**config.mk**
```make
export PLATFORM = sky130hd
export DESIGN_NAME = port_cd_alt_override
export DESIGN_NICKNAME = d
export VERILOG_FILES = /design/src/design/port_cd_alt_pkg.sv /design/src/design/port_cd_alt_override.sv
export SDC_FILE = /design/constraint.sdc
export NUM_CORES = 1
export LEC_CHECK = 0
export ABC_AREA = 1
export BUFFER_PORTS_ARGS = -buffer_cell sky130_fd_sc_hd__buf_2
export CAP_MARGIN = 5
export CORE_ASPECT_RATIO = 1.2
export CORE_UTILIZATION = 39
export DETAILED_ROUTE_END_ITERATION = 8
export PLACE_DENSITY_LB_ADDON = 0.12
export SYNTH_ARGS = -nofsm -noshare
export SYNTH_HDL_FRONTEND = slang
export SYNTH_SLANG_ARGS = --single-unit
```
**constraint.sdc**
```tcl
create_clock -name core_clk_i -period 3.2 [get_ports core_clk_i]
set_clock_uncertainty 0.1 [all_clocks]
set_input_delay 0.32 -clock core_clk_i [delete_from_list [all_inputs] [get_ports core_clk_i]]
set_output_delay 0.32 -clock core_clk_i [all_outputs]
set_load 0.02 [all_outputs]
```
**src/design/port_cd_alt_pkg.sv**
```systemverilog
// Constants for the port C / port D alternate function override logic.
// Assumes a single core clock domain; used by the override module only.
package port_cd_alt_pkg;
	localparam int unsigned PORT_C_WIDTH      = 7;       // Port C pins 6..0
	localparam int unsigned PORT_D_WIDTH      = 8;       // Port D pins 7..0
	localparam int unsigned PC_SRC_BASE_C     = 8;       // Port C pin 0 is pin-change source 8
	localparam int unsigned PC_SRC_BASE_D     = 16;      // Port D pin 0 is pin-change source 16
	localparam int unsigned RESET_PIN_BIT     = 6;       // Reset/general pin of port C
	localparam int unsigned TW_CLOCK_BIT      = 5;       // Two-wire clock pin of port C
	localparam int unsigned TW_DATA_BIT       = 4;       // Two-wire data pin of port C
	localparam int unsigned TD0_CMP_A_BIT     = 6;       // Port D timer 0 compare A pin
	localparam int unsigned TD0_CMP_B_BIT     = 5;       // Port D timer 0 compare B pin
	localparam int unsigned TD2_CMP_B_BIT     = 3;       // Port D timer 2 compare B pin
	localparam int unsigned TD_T1_BIT         = 5;       // Timer 1 count input pin
	localparam int unsigned TD_T0_BIT         = 4;       // Timer 0 count input / USART clock pin
	localparam int unsigned TD_EXT_INTERRUPT_1_IN_BIT       = 3;       // External interrupt 1 pin
	localparam int unsigned TD_EXT_INTERRUPT_0_IN_BIT       = 2;       // External interrupt 0 pin
	localparam int unsigned TD_TXD_BIT        = 1;       // USART transmit pin
	localparam int unsigned TD_RXD_BIT        = 0;       // USART receive pin
	localparam int unsigned SPIKE_TIME_NS     = 50;      // Shortest spike passed by the filter
	localparam int unsigned CLK_PERIOD_NS     = 10;      // Core clock period
	// Least time rounds up to whole cycles; a zero time gives zero cycles
	localparam int unsigned SPIKE_CYCLES      = (SPIKE_TIME_NS + CLK_PERIOD_NS - 1) / CLK_PERIOD_NS;
	localparam logic        RESET_PULLUP_VAL  = 1'b1;    // Pull-up value on reset pin override
	localparam logic        RESET_DIR_VAL     = 1'b0;    // Direction value on reset pin override
	localparam logic        TW_OUT_VAL        = 1'b0;    // Two-wire pins drive low only
	localparam logic [1:0]  SYNC_RESET        = 2'h3;    // Synchronisers idle high (bus released)
endpackage

```
**src/design/port_cd_alt_override.sv**
```systemverilog
// Alternate function override logic for port C pins 6..0, plus pin routing of port D peripherals.
// Assumes the port core applies each override value where its enable is high, and
// that two-wire pad inputs arrive asynchronously to core_clk_i.
`timescale 1ns/1ps
`default_nettype none
module port_cd_alt_override
	import port_cd_alt_pkg::*;
#(
	parameter int unsigned FILTER_CYCLES = SPIKE_CYCLES     // Cycles an input must hold to pass
) (
	// Clock and reset
	input  wire logic                    core_clk_i,
	input  wire logic                    rstn_i,
	// Control inputs
	input  wire logic                    reset_pin_disable_fuse_i,
	input  wire logic                    two_wire_enable_i,
	input  wire logic                    global_pullup_disable_i,
	input  wire logic                    pin_change_group1_enable_i,
	input  wire logic                    pin_change_group2_enable_i,
	input  wire logic [PORT_C_WIDTH-1:0] pin_change_mask_c_i,        // Sources 14..8
	input  wire logic [PORT_D_WIDTH-1:0] pin_change_mask_d_i,        // Sources 23..16
	input  wire logic [5:0]              chan_digital_input_disable_i, // Channels 5..0
	input  wire logic [PORT_C_WIDTH-1:0] port_c_latch_i,             // Port C data register bits
	// Two-wire interface side
	input  wire logic                    two_wire_clock_out_i,
	input  wire logic                    two_wire_data_out_i,
	output logic                         two_wire_clock_in_o,
	output logic                         two_wire_data_in_o,
	// Port C pad inputs (asynchronous)
	input  wire logic [PORT_C_WIDTH-1:0] port_c_pad_i,
	// Port C override outputs
	output logic [PORT_C_WIDTH-1:0]      pullup_override_enable_o,
	output logic [PORT_C_WIDTH-1:0]      pullup_override_value_o,
	output logic [PORT_C_WIDTH-1:0]      direction_override_enable_o,
	output logic [PORT_C_WIDTH-1:0]      direction_override_value_o,
	output logic [PORT_C_WIDTH-1:0]      output_value_override_enable_o,
	output logic [PORT_C_WIDTH-1:0]      output_value_override_value_o,
	output logic [PORT_C_WIDTH-1:0]      input_enable_override_enable_o,
	output logic [PORT_C_WIDTH-1:0]      input_enable_override_value_o,
	// Pin-change source vector, bits 23..8
	input  wire logic [PORT_D_WIDTH-1:0] port_d_pin_i,               // Port D synchronised pin values
	output logic [23:8]                  pin_change_source_o,
	// Port D peripheral routing
	input  wire logic                    timer0_compare_a_out_i,
	input  wire logic                    timer0_compare_b_out_i,
	input  wire logic                    timer2_compare_b_out_i,
	input  wire logic                    usart_tx_i,
	output logic [PORT_D_WIDTH-1:0]      port_d_alt_out_o,           // Peripheral value per pin
	output logic                         timer0_count_input_o,
	output logic                         timer1_count_input_o,
	output logic                         usart_ext_clock_o,
	output logic                         ext_interrupt_0_in_o,
	output logic                         ext_interrupt_1_in_o,
	output logic                         usart_rx_o
);

	// Pin-change product for each port C pin (mask ANDed with group 1 enable).
	// Kept as one vector so the input-enable value and its enable share one term;
	// it is level based, so a mask change reaches the pad path in the same cycle.
	logic [PORT_C_WIDTH-1:0] pc_product; // One bit per port C pin
	assign pc_product = pin_change_mask_c_i & {PORT_C_WIDTH{pin_change_group1_enable_i}};

	// Per-pin override equations; each enable tells the port core to take the value
	// in place of its register setting
	always_comb begin
		pullup_override_enable_o       = '0;
		pullup_override_value_o        = '0;
		direction_override_enable_o    = '0;
		direction_override_value_o     = '0;
		output_value_override_enable_o = '0;
		output_value_override_value_o  = '0;
		// Low pins: analog disable or pin-change forces the input path
		for (int i = 0; i < 4; i++) begin
			input_enable_override_enable_o[i] = pc_product[i] | chan_digital_input_disable_i[i];
			input_enable_override_value_o[i]  = pc_product[i];
		end
		// Two-wire pins
		input_enable_override_enable_o[TW_CLOCK_BIT] = pc_product[TW_CLOCK_BIT]
			| chan_digital_input_disable_i[TW_CLOCK_BIT];
		input_enable_override_value_o[TW_CLOCK_BIT]  = pc_product[TW_CLOCK_BIT];
		input_enable_override_enable_o[TW_DATA_BIT]  = pc_product[TW_DATA_BIT]
			| chan_digital_input_disable_i[TW_DATA_BIT];
		input_enable_override_value_o[TW_DATA_BIT]   = pc_product[TW_DATA_BIT];
		if (two_wire_enable_i) begin
			// Interface owns both pins; pull-up still obeys the global disable
			pullup_override_enable_o[TW_CLOCK_BIT] = 1'b1;
			pullup_override_enable_o[TW_DATA_BIT]  = 1'b1;
			pullup_override_value_o[TW_CLOCK_BIT]  = port_c_latch_i[TW_CLOCK_BIT] & ~global_pullup_disable_i;
			pullup_override_value_o[TW_DATA_BIT]   = port_c_latch_i[TW_DATA_BIT] & ~global_pullup_disable_i;
			direction_override_enable_o[TW_CLOCK_BIT] = 1'b1;
			direction_override_enable_o[TW_DATA_BIT]  = 1'b1;
			direction_override_value_o[TW_CLOCK_BIT]  = two_wire_clock_out_i;
			direction_override_value_o[TW_DATA_BIT]   = two_wire_data_out_i;
			// Open drain: value fixed low, direction does the driving
			output_value_override_enable_o[TW_CLOCK_BIT] = 1'b1;
			output_value_override_enable_o[TW_DATA_BIT]  = 1'b1;
			output_value_override_value_o[TW_CLOCK_BIT]  = TW_OUT_VAL;
			output_value_override_value_o[TW_DATA_BIT]   = TW_OUT_VAL;
		end
		// Reset pin follows the fuse; output value never overridden
		pullup_override_enable_o[RESET_PIN_BIT]    = reset_pin_disable_fuse_i;
		pullup_override_value_o[RESET_PIN_BIT]     = RESET_PULLUP_VAL;
		direction_override_enable_o[RESET_PIN_BIT] = reset_pin_disable_fuse_i;
		direction_override_value_o[RESET_PIN_BIT]  = RESET_DIR_VAL;
		input_enable_override_enable_o[RESET_PIN_BIT] = reset_pin_disable_fuse_i | pc_product[RESET_PIN_BIT];
		input_enable_override_value_o[RESET_PIN_BIT]  = reset_pin_disable_fuse_i;
	end

	// Two-wire pad synchronisers; first stage feeds only the second.
	// Bit 1 carries the clock line and bit 0 the data line. Both reset high,
	// the released bus level, so no false falling edge follows reset.
	logic [1:0] clk_meta_q;
	logic [1:0] clk_sync_q;
	always_ff @(posedge core_clk_i or negedge rstn_i) begin
		if (!rstn_i) begin
			clk_meta_q <= SYNC_RESET;
			clk_sync_q <= SYNC_RESET;
		end else begin
			clk_meta_q <= {port_c_pad_i[TW_CLOCK_BIT], port_c_pad_i[TW_DATA_BIT]};
			clk_sync_q <= clk_meta_q;
		end
	end

	// Spike filters: a new level passes only after holding FILTER_CYCLES cycles.
	// Trade-off: adds that much latency on every real edge.
	// A pulse shorter than the filter length clears the count and never passes.
	// Disabling the interface parks both outputs high, the idle bus level.
	localparam int unsigned CW = $clog2(FILTER_CYCLES + 1);
	logic [1:0]  filt_q;       // Filtered clock (1) and data (0)
	logic [CW-1:0] filt_cnt_q [2];
	for (genvar g = 0; g < 2; g++) begin : g_filter
		always_ff @(posedge core_clk_i or negedge rstn_i) begin
			if (!rstn_i) begin
				filt_q[g]     <= 1'b1;
				filt_cnt_q[g] <= '0;
			end else if (!two_wire_enable_i) begin
				// Filter idle while the interface is off
				filt_q[g]     <= 1'b1;
				filt_cnt_q[g] <= '0;
			end else if (clk_sync_q[g] == filt_q[g]) begin
				filt_cnt_q[g] <= '0;
			end else if (filt_cnt_q[g] == CW'(FILTER_CYCLES - 1)) begin
				filt_q[g]     <= clk_sync_q[g];
				filt_cnt_q[g] <= '0;
			end else begin
				filt_cnt_q[g] <= filt_cnt_q[g] + CW'(1);
			end
		end
	end
	assign two_wire_clock_in_o = filt_q[1];
	assign two_wire_data_in_o  = filt_q[0];

	// Port C pad synchronisers for pin-change sources.
	// A separate chain from the two-wire one; the two reset to different levels and may disagree
	// for two cycles after reset, which is harmless since they feed unrelated logic.
	logic [PORT_C_WIDTH-1:0] pc_meta_q;
	logic [PORT_C_WIDTH-1:0] pc_sync_q;
	always_ff @(posedge core_clk_i or negedge rstn_i) begin
		if (!rstn_i) begin
			pc_meta_q <= '0;
			pc_sync_q <= '0;
		end else begin
			pc_meta_q <= port_c_pad_i;
			pc_sync_q <= pc_meta_q;
		end
	end

	// Source numbering: port C pins from 8, port D pins from 16; bit 15 unused
	always_comb begin
		pin_change_source_o = '0;
		for (int i = 0; i < PORT_C_WIDTH; i++) begin
			pin_change_source_o[PC_SRC_BASE_C + i] = pc_sync_q[i];
		end
		for (int i = 0; i < PORT_D_WIDTH; i++) begin
			pin_change_source_o[PC_SRC_BASE_D + i] = port_d_pin_i[i];
		end
	end

	// Port D peripheral output values, registered for clean pads.
	// Costs one cycle of latency on each peripheral output.
	always_ff @(posedge core_clk_i or negedge rstn_i) begin
		if (!rstn_i) begin
			port_d_alt_out_o <= '0;
		end else begin
			port_d_alt_out_o                <= '0;
			port_d_alt_out_o[TD0_CMP_A_BIT] <= timer0_compare_a_out_i;
			port_d_alt_out_o[TD0_CMP_B_BIT] <= timer0_compare_b_out_i;
			port_d_alt_out_o[TD2_CMP_B_BIT] <= timer2_compare_b_out_i;
			port_d_alt_out_o[TD_TXD_BIT]    <= usart_tx_i;
		end
	end

	// Port D inputs to peripherals; pin 7 comparator use relies on software
	// These pin values are already synchronous to the core clock, so no flops here.
	assign timer1_count_input_o = port_d_pin_i[TD_T1_BIT];
	assign timer0_count_input_o = port_d_pin_i[TD_T0_BIT];
	assign usart_ext_clock_o    = port_d_pin_i[TD_T0_BIT];
	assign ext_interrupt_0_in_o = port_d_pin_i[TD_EXT_INTERRUPT_0_IN_BIT];
	assign ext_interrupt_1_in_o = port_d_pin_i[TD_EXT_INTERRUPT_1_IN_BIT];
	assign usart_rx_o           = port_d_pin_i[TD_RXD_BIT];

	// Group 2 enable kept for symmetry of the pin-change port set
	logic unused_group2;
	assign unused_group2 = pin_change_group2_enable_i & (|pin_change_mask_d_i);

endmodule
`default_nettype wire

```
==> results of run 1 <==
==> per-stage QoR <==
stage	worst slack [ps]	total power (uW)	instances	hold WS, ps
after floorplan	1880	585	189	-75.6
after global placement	1800	578	255	232
final	1790	875	264	45.8
after CTS	1770	891	264	34.1
after global routing	1660	932	264	25.0
after detailed placement	1790	581	255	235
==> area by class of cell <==
type / instances / area, um2
timing repair buffer: 73 / 370
clock inverter: 1 / 5.00
inverter: 18 / 67.6
tap: 52 / 65.1
sequential: 30 / 758
clock buffer: 7 / 86.3
fill: 363 / 1960
multi-input combinational: 83 / 385
==> sequential cells by signal, indices dropped and copies added, names as in the netlist <==
register / flops
pc_meta_q: 7
two_wire_clock_in_o: 1
two_wire_data_in_o: 1
clk_sync_q: 2
pc_sync_q: 7
clk_meta_q: 2
port_d_alt_out_o: 4
filt_cnt_q: 6
==> final timing paths <==
check	end	cells past startpoint	slack (ps)	start
worst max-delay path	two_wire_data_in_o	1	1790	two_wire_data_in_o
worst min-delay path	pc_meta_q[3]	1	50	port_c_pad_i[3]
worst max register to register	filt_cnt_q[5]	7	2050	filt_cnt_q[3]
worst min register to register	pc_sync_q[5]	0	240	pc_meta_q[5]
max in group asynchronous	pc_sync_q[1]	2	2110	rstn_i
min in group asynchronous	port_d_alt_out_o[1]	2	490	rstn_i
==> timing repair <==
item | 4_1_cts | 5_1_grt
endpoints found under the hold margin | 24 | 0
buffers inserted | 0 | 0
hold buffers | 1 | 0
==> where the power goes <==
part / switching, uW / internal (uW) / total, uW
Sequential: 8.99 / 404 / 413
Combinational: 114 / 46.5 / 161
Clock: 128 / 173 / 301
Total: 251 / 624 / 875
==> cells by family after synthesis <==
group,after synthesis,synth area share (%)
other cells,2,0.493
compound gates,3,1.15
flops,30,49.8
buf+inv,76,33.0
simple gates,39,11.1
xor+xnor,2,1.15
fa+ha+maj,4,3.29
==> cells in the mapped netlist <==
library cell	instances	area, um2
buf_4	58	435
dfrtp_1	24	601
nand2_1	21	78.8
inv_1	18	67.6
nor2_1	10	37.5
dfstp_2	6	158
or2_1	6	37.5
ha_1	4	50.1
conb_1	2	7.51
nor3b_1	2	15.0
o21ai_0	2	10.0
xnor2_1	2	17.5
a21o_1	1	7.51
==> per-layer routing <==
metal	up-vias	track usage, %	share of wire, %
met3	5	7.22	12
met2	76	25.6	56
li1	471	-	-
met1	448	9.52	31
met5	-	0	0
met4	0	4.76	1.5
==> metrics.md, run 1 <==
| Metric | Value |
|---|---|
| Worst Max-Slew Pin Slew | 613 ps |
| Core area | 3690 um2 |
| Routed vias/inst | 3.79 |
| Final Max Slew Viols | 0 |
| Antenna violations before repair | 0 |
| Die Ht | 70.5 um |
| Worst-path cell chain | buf_2 |
| Worst EP required | 2780 ps |
| Status | complete, no violations |
| Cell area after synthesis | 1520 um2 |
| Max Buffers Root-to-Sink | 2 |
| Clock-pin slew on the worst setup and hold paths | 60 ps |
| Setup crit start kind | flop |
| Maximum clock frequency | 707 MHz |
| TritonCTS buffer count | 5 |
| Post-cts sizing count | 0 |
| Min Tclk post-route | 1410 ps |
| Largest stage delay on the critical path | 550 ps |
| Hold WC Path Type | in2reg |
| Most common cell after layout, fill and taps aside | buf_2 |
| Fin nets | 271 |
| Port Buf Inserts | 72 |
| ANT nets after route | 0 |
| RSZ-0062 raised after global routing | false |
| Largest net degree at the start of global routing | 31 |
| Power Density | 503 nW/um2 |
| DRT iter0 DRCs | 10 |
| VDD IR max | 0.000341 V |
| Final Util | 47.1% |
| WL per Instance | 9.85 um |
| Gpl congestion | 0.714 |
| Cell variety after synth | 13 |
| Final setup viols | 0 |
| Most frequent cells in the layout | buf_2, conb_1, dfrtp_1 |
| #FFs+latches synth | 30 |
| Post-synthesis sequential area ratio | 49.8% |
| Worst path slowest cell | dfstp_2 |
| FP Rows | 24 |
| DP HPWL | 2180 um |
| WP data arrival | 990 ps |
| First-pass GRT wire length | 3840 um |
| Residual DRC | 0 |
| Final Cell Area | 1740 um2 |
| Clock latency on the worst-skew pair | 280 ps |
| Grt ovf | 0 |
| Gr usage total | 13.0% |
| Gate Count Post-Synth | 156 |
| Period utilization | 44.2% |
| DIE WIDTH | 59.0 um |
| N_diodes | 0 |
| Mapped Avg Cell Area | 9.76 um2 |
| I/O pin total | 144 |
| Area grow syn2layout | 14.1% |
| Share of layout cells above drive strength 1 | 40.1% |
| Total vias in the final route | 1000 |
| Vias in the first global route | 944 |
| Post-DP Area | 1640 um2 |
| Crit end category | output pin |
| Setup TNS | 0 ps |
| CTS tree | built |
| Crit-path max FO | 4 |
| H-Tree Depth | 2 |
| Initial DRT Pass Iterations | 2 |
| Starting density of the core | 41.2% |
| CP Buf/Inv Count | 1 |
| Max-slew headroom | 59.2% |
| Max cap viols | 0 |
| Die area | 4160 um2 |
| Drt total wl | 2600 um |
| Pleak | 0.00104 uW |
| TritonCTS Sinks | 30 |
| Hold Fails Final Rpt | 0 |
| Root Driver | clkbuf_8 |
| CP Class | reg2out |
| Yosys warning count | 0 |
| CP top delay family | flip-flops |
No activity file was read; power rests on OpenSTA's default activity.
==> run 2: changes to the inputs <==
- CORE_UTILIZATION: 39 -> 36
- clock period: 3.2 -> 1.4 ns (I/O delays scaled with it)
==> run 2 against run 1 <==
  * Non-clock buffer count rose by 11
  * Total power is 130% higher
  * Utilization decreased by 0.87 points
  * Setup slack got worse by 1600 ps
==> metrics.md, run 2 (same netlist as run 1, synthesis figures left out) <==
| Metric | Value |
|---|---|
| FP Rows | 25 (was 24) |
| Drt total wl | 2750 um (was 2600 um) |
| # Post-CTS Setup Buffers | 0 (unchanged) |
| Maximum clock frequency | 814 MHz |
| Crit-path max FO | 4 (unchanged) |
| Antenna violations before repair | 0 (unchanged) |
| Gr usage total | 12.3% (was 13.0%) |
| I/O pin total | 144 (unchanged) |
| Post-cts sizing count | 0 (unchanged) |
| Hold WC Path Type | in2out (was in2reg) |
| Status | complete, no violations (unchanged) |
| Fin nets | 282 (was 271) |
| Core area | 4000 um2 (was 3690 um2) |
| Share of layout cells above drive strength 1 | 37.7% (was 40.1%) |
| CP Class | reg2out (unchanged) |
| Filler cells | 415 (was 363) |
| DIE WIDTH | 61.4 um (was 59.0 um) |
| Largest stage delay on the critical path | 550 ps (about the same) |
| CTS tree | built (unchanged) |
| Min Tclk post-route | 1230 ps |
| Port Buf Inserts | 72 (unchanged) |
| Setup crit start kind | flop (unchanged) |
| Hold Fails Final Rpt | 0 (unchanged) |
| Die area | 4500 um2 (was 4160 um2) |
| Worst path slowest cell | dfstp_2 (unchanged) |
| ANT nets after route | 0 (unchanged) |
| WL per Instance | 9.91 um (was 9.85 um) |
| Max Buffers Root-to-Sink | 2 (unchanged) |
| Crit end category | output pin (unchanged) |
| Gpl congestion | 0.691 (was 0.714) |
| Clock latency on the worst-skew pair | 260 ps (was 280 ps) |
| Initial DRT Pass Iterations | 3 (was 2) |
| Die Ht | 73.2 um (was 70.5 um) |
| Routed vias/inst | 3.81 (was 3.79) |
| DRT iter0 DRCs | 23 (was 10) |
| Worst EP required | 1160 ps (was 2780 ps) |
| Final setup viols | 0 (unchanged) |
| DP HPWL | 2090 um (was 2180 um) |
| Period utilization | 87.8% |
| Clock-pin slew on the worst setup and hold paths | 60 ps (about the same) |
| Most common cell after layout, fill and taps aside | buf_2 (unchanged) |
| TritonCTS buffer count | 5 (unchanged) |
| Post-DP Area | 1640 um2 (about the same) |
| Final Max Slew Viols | 0 (unchanged) |
| N_diodes | 0 (unchanged) |
| Regs by FF count | pc_meta_q: 7 flops, pc_sync_q: 7 flops, filt_cnt_q: 6 flops (unchanged) |
| WP data arrival | 990 ps (about the same) |
| TritonCTS Sinks | 30 (unchanged) |
| First-pass GRT wire length | 3870 um (was 3840 um) |
| Largest net degree at the start of global routing | 31 (unchanged) |
| RSZ-0062 raised after global routing | false (unchanged) |
| Max-slew headroom | 57.9% (was 59.2%) |
| Root Driver | clkbuf_8 (unchanged) |
| Total vias in the final route | 1054 (was 1000) |
| CP Buf/Inv Count | 1 (unchanged) |
| Vias in the first global route | 1007 (was 944) |
| Area grow syn2layout | 21.4% (was 14.1%) |
| R2R setup slack | 260 ps (was 2050 ps) |
| Residual DRC | 0 (unchanged) |
| Worst-path cell chain | buf_2 (unchanged) |
| Power Density | 1090 nW/um2 (was 503 nW/um2) |
| Setup TNS | 0 ps (unchanged) |
| Max cap viols | 0 (unchanged) |
| Final Cell Area | 1850 um2 (was 1740 um2) |
| Starting density of the core | 38.0% (was 41.2%) |
| CP top delay family | flip-flops (unchanged) |
| Most frequent cells in the layout | buf_2, conb_1, dfrtp_1 (unchanged) |
| VDD IR max | 0.000881 V (was 0.000341 V) |
| Pleak | 0.00108 uW (was 0.00104 uW) |
| Grt ovf | 0 (unchanged) |
| Worst Max-Slew Pin Slew | 632 ps (was 613 ps) |
| Cts hold-fix bufs | 12 (was 1) |
| H-Tree Depth | 2 (unchanged) |
run 2: metal layers:
metal / GRT usage, % / share of wire, % / up-vias
met5: 0 / 0 / -
met4: 4.20 / 0.76 / 0
met3: 6.03 / 11 / 4
met2: 23.8 / 54 / 73
met1: 10.3 / 34 / 480
li1: - / - / 497
run 2: final timing paths:
check	depth (start not counted)	startpoint	end
worst max-delay path	1	two_wire_data_in_o	two_wire_data_in_o
worst min-delay path	0	port_d_pin_i[3]	pin_change_source_o[19]
worst max register to register	7	filt_cnt_q[3]	filt_cnt_q[3]
worst min register to register	0	pc_meta_q[6]	pc_sync_q[6]
max in group asynchronous	2	rstn_i	pc_sync_q[6]
min in group asynchronous	2	rstn_i	pc_meta_q[1]
run 2: stage by stage:
step                      util, %  setup WS [ps]  power, uW  cells  hold slack [ps]
after floorplan                 -            322       1340    189             -256
after global placement       40.9            282       1320    257             89.6
after detailed placement     40.9            238       1330    257              102
after CTS                    46.2            157       2050    277              176
after global routing         46.2            110       2150    277              180
final                        46.2            171       2010    277              180
run 2: where the power goes:
part	internal, uW	leakage, uW	switching [uW]
sequential	924	0.000354	20.9
clock	400	0.0000455	276
combinational	127	0.000683	266
total	1450	0.00108	563
run 2: final cells by class:
type	count	area [um2]	area share, %
inverter	18	67.6	3.65
clock buffer	8	90.1	4.87
sequential	30	758	41.0
tap	54	67.6	3.65
multi-input combinational	83	385	20.8
timing repair buffer	84	480	26.0
